$ cat src/rtl/fbsl_pkg.sv
// ----------------------------------------------------------------------
// Constants and carriers of the four-stage shift and load register.
// ----------------------------------------------------------------------
package fbsl_pkg;

	// Number of register stages and the positions of the end stages.
	localparam int STAGE_COUNT     = 4;
	localparam int FIRST_STAGE_POS = 0;
	localparam int LAST_STAGE_POS  = 3;

	// Depth of the snapshot buffer that follows the stages.
	localparam int SNAP_DEPTH = 8;

	// Reset values of the stages, the inverted output and the clock sync.
	localparam logic [3:0] STAGES_RESET    = 4'h0;
	localparam logic       STAGE_INV_RESET = 1'h1;
	localparam logic       CLOCK_RESET     = 1'h1;

	// Serial pair encodings as {j, k_n}.
	localparam logic [1:0] JK_CLEAR  = 2'h0;
	localparam logic [1:0] JK_HOLD   = 2'h1;
	localparam logic [1:0] JK_TOGGLE = 2'h2;
	localparam logic [1:0] JK_SET    = 2'h3;

	// Operating mode, taken from the load select pin.
	typedef enum logic {
		FBSL_MODE_LOAD,
		FBSL_MODE_SHIFT
	} fbsl_mode_type;

	// All board inputs except master clear, sampled together on the system clock.
	typedef struct packed {
		logic       shift_clock;
		logic       load_select_n;
		logic       serial_j;
		logic       serial_k_n;
		logic [3:0] load_data_in;
	} fbsl_pins_type;

endpackage : fbsl_pkg

$ cat src/rtl/fbsl_top.sv
// What this block does
// Load select high shifts the register, low loads it in parallel.
// Shift moves each stage one place from stage 0 toward stage 3.
// Load copies the four parallel data inputs into the four stages.
// Master clear low forces all stages low at once, ignoring everything.
// An extra output always shows the inverse of the last stage.
// Shifting with J high and K_n high sets stage 0.
// Shifting with J low and K_n low clears stage 0.
// Shifting with J high and K_n low toggles stage 0.
// Shifting with J low and K_n high keeps stage 0.
// Transfers happen only on a rising shift clock edge, using prior levels.
// In load mode the stages act as plain D flip-flops; J, K_n ignored.
// Board may tie J and K_n together for a plain serial data input.
// Board shifts toward stage 0 by feeding outputs back one lower.
// Board may change inputs freely, stable only around each rising edge.
// After master clear releases, stages stay low until the next edge.
// Register outputs change only on a clock edge, on master clear or on reset.

// ----------------------------------------------------------------------
// Snapshot buffer: a first-in first-out store with valid and ready.
// ----------------------------------------------------------------------
module fbsl_fifo
#(
	parameter int WIDTH = 4,
	parameter int DEPTH = 8
)
(
	// Clock and reset.
	input  wire logic             sys_clk_i,
	input  wire logic             rst_i,
	// Filling side.
	input  wire logic             in_valid_i,
	output logic                  in_ready_o,
	input  wire logic [WIDTH-1:0] in_data_i,
	// Draining side.
	output logic                  out_valid_o,
	input  wire logic             out_ready_i,
	output logic      [WIDTH-1:0] out_data_o
);

	localparam int ADDR = (DEPTH > 1) ? $clog2(DEPTH) : 1;

	// Pointers carry one extra wrap bit so full and empty differ.
	typedef struct packed {
		logic [DEPTH-1:0][WIDTH-1:0] mem;
		logic [ADDR:0]               wr_ptr;
		logic [ADDR:0]               rd_ptr;
	} fbsl_fifo_state_type;

	fbsl_fifo_state_type st;
	fbsl_fifo_state_type next_st;
	logic                full;
	logic                empty;

	// The pointer arithmetic only wraps cleanly on a power of two.
	if (DEPTH < 2 || (DEPTH & (DEPTH - 1)) != 0)
	begin : g_depth_check
		$error("fbsl_fifo depth must be a power of two, at least 2");
	end
	if (WIDTH < 1)
	begin : g_width_check
		$error("fbsl_fifo width must be at least 1");
	end

	// Status follows from the pointers alone.
	assign empty       = (st.wr_ptr == st.rd_ptr);
	assign full        = (st.wr_ptr[ADDR-1:0] == st.rd_ptr[ADDR-1:0])
	                     && (st.wr_ptr[ADDR] != st.rd_ptr[ADDR]);
	assign in_ready_o  = !full;
	assign out_valid_o = !empty;
	assign out_data_o  = st.mem[st.rd_ptr[ADDR-1:0]];

	// Write on a taken push, advance the read side on a taken pop.
	always_comb
	begin
		next_st = st;
		if (in_valid_i && !full)
		begin
			next_st.mem[st.wr_ptr[ADDR-1:0]] = in_data_i;
			next_st.wr_ptr = st.wr_ptr + 1'b1;
		end
		if (out_ready_i && !empty)
		begin
			next_st.rd_ptr = st.rd_ptr + 1'b1;
		end
	end

	// State register.
	always_ff @(posedge sys_clk_i or posedge rst_i)
	begin
		if (rst_i)
		begin
			st <= '0;
		end
		else
		begin
			st <= next_st;
		end
	end

endmodule : fbsl_fifo

// ----------------------------------------------------------------------
// Four-stage register with serial pair input and parallel load.
// ----------------------------------------------------------------------
module fbsl_top
(
	// System clock and reset.
	input  wire logic       sys_clk_i,
	input  wire logic       rst_i,
	// Board control pins.
	input  wire logic       master_clear_n_i,
	input  wire logic       shift_clock_i,
	input  wire logic       load_select_n_i,
	// Board data pins.
	input  wire logic       serial_j_i,
	input  wire logic       serial_k_n_i,
	input  wire logic [3:0] load_data_in_i,
	// Register outputs.
	output logic      [3:0] stage_out_o,
	output logic            last_stage_out_o,
	output logic            last_stage_out_inv_o,
	// Snapshot stream of the register value after each shift clock edge, while the buffer has room.
	output logic            snap_in_ready_o,
	output logic            snap_valid_o,
	input  wire logic       snap_ready_i,
	output logic      [3:0] snap_data_o
);

	// The whole state of the register side.
	typedef struct packed {
		fbsl_pkg::fbsl_pins_type sync1;
		fbsl_pkg::fbsl_pins_type sync2;
		logic                    clock_prev;
		logic [3:0]              stages;
		logic                    stage_inv;
		logic                    push;
	} fbsl_state_type;

	localparam fbsl_state_type STATE_RESET = '{
		sync1:      '{shift_clock: fbsl_pkg::CLOCK_RESET, default: '0},
		sync2:      '{shift_clock: fbsl_pkg::CLOCK_RESET, default: '0},
		clock_prev: fbsl_pkg::CLOCK_RESET,
		stages:     fbsl_pkg::STAGES_RESET,
		stage_inv:  fbsl_pkg::STAGE_INV_RESET,
		push:       1'b0
	};

	fbsl_state_type          st;
	fbsl_state_type          next_st;
	fbsl_pkg::fbsl_pins_type pins_now;
	logic                    clear_all;
	logic                    clock_rise;

	// Next content of the stages for one rising edge.
	function automatic logic [3:0] fbsl_step
	(
		input logic [3:0]              stages,
		input fbsl_pkg::fbsl_pins_type pins
	);
		logic [3:0]              result;
		fbsl_pkg::fbsl_mode_type mode;
		result = stages;
		mode   = pins.load_select_n ? fbsl_pkg::FBSL_MODE_SHIFT
		                            : fbsl_pkg::FBSL_MODE_LOAD;
		case (mode)
			fbsl_pkg::FBSL_MODE_SHIFT:
			begin
				// Stage n takes the old stage n-1.
				result[3:1] = stages[2:0];
				case ({pins.serial_j, pins.serial_k_n})
					fbsl_pkg::JK_SET:
						result[fbsl_pkg::FIRST_STAGE_POS] = 1'b1;
					fbsl_pkg::JK_CLEAR:
						result[fbsl_pkg::FIRST_STAGE_POS] = 1'b0;
					fbsl_pkg::JK_TOGGLE:
						result[fbsl_pkg::FIRST_STAGE_POS] =
							!stages[fbsl_pkg::FIRST_STAGE_POS];
					fbsl_pkg::JK_HOLD:
						result[fbsl_pkg::FIRST_STAGE_POS] =
							stages[fbsl_pkg::FIRST_STAGE_POS];
					default:
						result[fbsl_pkg::FIRST_STAGE_POS] =
							stages[fbsl_pkg::FIRST_STAGE_POS];
				endcase
			end
			fbsl_pkg::FBSL_MODE_LOAD:
			begin
				// Serial pair is not looked at in this mode.
				result = pins.load_data_in;
			end
			default:
			begin
				result = stages;
			end
		endcase
		return result;
	endfunction : fbsl_step

	// Master clear acts without the clock, so it joins the async reset.
	assign clear_all = rst_i || !master_clear_n_i;

	// Gather the pins so clock and data cross through the same two stages.
	// Keeping them aligned means the data seen at the detected edge are
	// the levels sampled in the same system clock cycle as the first high clock sample.
	assign pins_now = '{
		shift_clock:   shift_clock_i,
		load_select_n: load_select_n_i,
		serial_j:      serial_j_i,
		serial_k_n:    serial_k_n_i,
		load_data_in:  load_data_in_i
	};

	// Only the second synchroniser stage feeds the edge detector.
	assign clock_rise = st.sync2.shift_clock && !st.clock_prev;

	// Next state: synchronise, detect the rising edge, update the stages.
	always_comb
	begin
		next_st            = st;
		next_st.sync1      = pins_now;
		next_st.sync2      = st.sync1;
		next_st.clock_prev = st.sync2.shift_clock;
		next_st.push       = 1'b0;
		// Between edges the stages hold, whatever the inputs do.
		if (clock_rise)
		begin
			next_st.stages    = fbsl_step(st.stages, st.sync2);
			next_st.stage_inv =
				!next_st.stages[fbsl_pkg::LAST_STAGE_POS];
			next_st.push      = 1'b1;
		end
	end

	// State register. The clock sync resets high so that a clock pin
	// already high at release does not look like a fresh rising edge.
	always_ff @(posedge sys_clk_i or posedge clear_all)
	begin
		if (clear_all)
		begin
			st <= STATE_RESET;
		end
		else
		begin
			st <= next_st;
		end
	end

	// Register outputs come straight from flip-flops.
	assign stage_out_o          = st.stages;
	assign last_stage_out_o     = st.stages[fbsl_pkg::LAST_STAGE_POS];
	assign last_stage_out_inv_o = st.stage_inv;

	// Each register value after a shift clock edge is offered to the buffer. A full buffer
	// drops the value, since the register itself must never stall.
	fbsl_fifo
	#(
		.WIDTH (fbsl_pkg::STAGE_COUNT),
		.DEPTH (fbsl_pkg::SNAP_DEPTH)
	)
	u_snap_fifo
	(
		.sys_clk_i   (sys_clk_i),
		.rst_i       (rst_i),
		.in_valid_i  (st.push),
		.in_ready_o  (snap_in_ready_o),
		.in_data_i   (st.stages),
		.out_valid_o (snap_valid_o),
		.out_ready_i (snap_ready_i),
		.out_data_o  (snap_data_o)
	);

endmodule : fbsl_top

$ cat config.mk
export PLATFORM = sky130hd
export DESIGN_NAME = fbsl_top
export DESIGN_NICKNAME = d
export VERILOG_FILES = /design/src/rtl/fbsl_pkg.sv /design/src/rtl/fbsl_top.sv
export SDC_FILE = /design/constraint.sdc
export NUM_CORES = 1
export LEC_CHECK = 0
export ABC_AREA = 1
export ABC_CLOCK_PERIOD_IN_PS = 2100
export BUFFER_PORTS_ARGS = -buffer_cell sky130_fd_sc_hd__buf_2
export CAP_MARGIN = 20
export CORE_UTILIZATION = 60
export CTS_CLUSTER_SIZE = 28
export DETAILED_ROUTE_END_ITERATION = 12
export PLACE_DENSITY = 0.8
export SETUP_SLACK_MARGIN = 0.02
export SLEW_MARGIN = 20
export SYNTH_ARGS = -nofsm -noshare
export SYNTH_HDL_FRONTEND = slang
export SYNTH_SLANG_ARGS = --single-unit
$ cat constraint.sdc
create_clock -name sys_clk_i -period 2.1 [get_ports sys_clk_i]
set_input_delay 0.315 -clock sys_clk_i [delete_from_list [all_inputs] [get_ports sys_clk_i]]
set_output_delay 0.315 -clock sys_clk_i [all_outputs]
set_load 0.01 [all_outputs]
==> reports/metrics.cfg <==
[outcome]
outcome=finished clean

[placement]
place_area_um2=3130
hpwl_um=4470
place_inst=411
gp_congestion=0.901
portBuffers=23

[synthesis]
synth.area.top_cells=dfrtp_1 (49%), nand2_1 (13%), nand4_1 (6.8%)
synth_simple_gate_area_share_pct=31.4
synthCells=337
yosysSeqAreaShare_pct=52.3
postSynthAreaPerCell_um2=8.97
post-synth-top-area-fraction_pct=48.8
synth_ff_type=dfrtp_1
ys_seq_elements=63
synthAdderAreaFrac_pct=0.827
syn_nets=351
yosys.area_share.xor_xnor_pct=1.78
synth_edf_count=0
synth_top_area_cell=dfrtp_1
synth_compound_area_share_pct=6.16
synth_top_family_by_area=simple AND/OR/NAND/NOR gates
synthMuxAreaShare_pct=0
synth_warnings=0
yosys.cell_types.count=28
syn_area_um2=3020
async_flop_share_pct=100

[floorplanning]
die-area_um2=5330
pin_count=24
rows=25
core_um2=4790
die_w_um=73.0
start_util_pct=63.2
die_y_um=73.0

[setup_path]
crit_type=reg -> out
worstPathMaxFanout=13
cp.arrival_ns=1.66
reg2reg_slack_ns=0.38
rr_worst_depth=7
cp_data_required_time_ns=1.78
r2r-start=u_snap_fifo.st[2]
startpoint_type=flip-flop
r2r_end=u_snap_fifo.st[5]
crit_path_end_kind=primary output

[timing]
fin_crit_sh_pct=93.9
rsz0062_at_grt=false
hold_viol_final=0
report.final.slew_viol_count=0
fmax_ghz=0.507
fin_skew_ns=0.0102
setup_viol_count_final=0
period_minus_slack_ns=1.97
setup_tns_ns=0
slew-limit-headroom_pct=65.7
tightest_slew_ns=0.514

[clocking]
cts-hold-fix-buffers=0
clock_path_buffers=2
cts-buffers-inserted=9
clkTransAtPathRegs_ns=0.08
cts_tree=yes
root_buffer=clkbuf_8
clk_latency_ns=0.34
htreeDepth=3
clkSinkCount=63

[finish]
fillerInstances=376
antenna_cells=0
fin_cells=429
drive_gt1_share_pct=22.1
nets=371
final_area_um2=3360
areaGrowthSynthToFinish_pct=11.3

[global_route]
grt_antenna_before_repair=0
grt_overflow=0
grt_pass1_vias=2152
grt_pass1_wl_um=10500
track_usage_pct=27.2
grt_start_max_net_pins=41

[power]
vdd_drop_max_v=0.000864
leakage_nw=1.65
power_density_nw_per_um2=1450

[route]
vias=2404
via_per_inst=5.60
avgRoutedWirePerCell_um=15.1
drt_iter0_markers=233
first_pass_iters=4
wirelength_um=6480
postRouteAntennaNets=0
drc=0

[hold_path]
hold_path_class=in -> async

[flow_run]
cap_violations=0

[kinds of logic after synthesis]
kind of cell	Yosys count
simple gates	194
fa+ha+maj	2
compound gates	35
xor+xnor	4
flops	63
buf+inv	39
[final cells by class]
cell class                      count  area (um2)  share of cell area, %
Clock inverter                      6        70.1                   2.08
Timing Repair Buffer               35         209                   6.21
Inverter                           13        58.8                   1.75
Clock buffer                       10         138                   4.09
Sequential cell                    63        1590                   47.2
Multi-Input combinational cell    235        1220                   36.2
Tap cell                           67        83.8                   2.49
[worst max path at each step]
| stage | to | cells past startpoint | startpoint | slack, ns |
|---|---|---|---|---|
| 2_1_floorplan | next_st[10] | 2 | master_clear_n_i | 0.57 |
| 3_3_place_gp | u_snap_fifo.st[6] | 8 | u_snap_fifo.st[0] | 0.41 |
| 3_5_place_dp | u_snap_fifo.st[6] | 8 | u_snap_fifo.st[0] | 0.30 |
| 4_1_cts | snap_data_o[2] | 8 | u_snap_fifo.st[0] | 0.04 |
| 5_1_grt | snap_data_o[3] | 8 | u_snap_fifo.st[0] | 0.03 |
| 6_report | snap_in_ready_o | 4 | u_snap_fifo.st[2] | 0.13 |
[cells in the mapped netlist, types with 7 or more instances]
master,instances
nand2_1,106
clkbuf_1,7
inv_1,9
o21ai_0,28
nor3_2,7
nor2_1,27
nand4_1,33
dfrtp_1,59
buf_4,10
nand3_1,13
[power by group]
| part | switching (W) | leakage, nW | internal (W) |
|---|---|---|---|
| Combinational | 0.00107 | 0.774 | 0.000688 |
| Clock | 0.000494 | 0.0947 | 0.000583 |
| Sequential | 0.000452 | 0.780 | 0.00160 |
| Total | 0.00202 | 1.65 | 0.00287 |
[cell usage in the layout (no fill, tap or decap), drive strengths merged]
master / instances
xnor2: 2
dfrtp: 59
inv: 13
clkinv: 2
o21a: 3
nor3: 7
ha: 2
o21ai: 28
xor2: 2
bufinv: 1
nand3: 17
nand4: 34
a21oi: 1
o22ai: 1
clkinvlp: 3
clkbuf: 10
nor2: 28
nand2: 108
dfstp: 4
buf: 35
a31oi: 2
[flip-flops by register name, summed over array words and instances (netlist names)]
signal	cells
st	9
next_st	9
u_snap_fifo.st	40
last_stage_out_inv_o	1
stage_out_o	4
[worst max-delay path, stage by stage (launching register included)]
cell	delay (ns)
dfrtp_1	0.59
nand2_1	0.13
nand2_1	0.12
nand4_4	0.23
buf_2	0.23
[through the flow]
step | utilization (%) | hold WS (ns) | worst slack [ns] | total power [W]
2_1_floorplan | - | 0.319 | 0.566 | 0.00334
3_3_place_gp | 65.4 | 0.332 | 0.414 | 0.00367
4_1_cts | 69.8 | 0.0307 | 0.0436 | 0.00484
6_report | 70.3 | 0.00799 | 0.127 | 0.00489
3_5_place_dp | 65.4 | 0.336 | 0.303 | 0.00375
5_1_grt | 70.3 | 0.0416 | 0.0349 | 0.00525
[per-layer routing]
| metal | vias to the layer above | part of all wire (%) | global-route usage, % |
|---|---|---|---|
| met1 | 1150 | 45 | 37.7 |
| li1 | 1163 | - | - |
| met2 | 79 | 47 | 41.5 |
| met4 | 0 | 2.0 | 10.7 |
| met3 | 12 | 5.5 | 6.35 |
| met5 | - | 0 | 0 |
[timing repair]
action / in CTS / in global routing
resized for setup: 1 / 6
setup endpoints to repair: 1 / 6
setup buffers: 0 / 2
(Power assumes the default switching activity.)
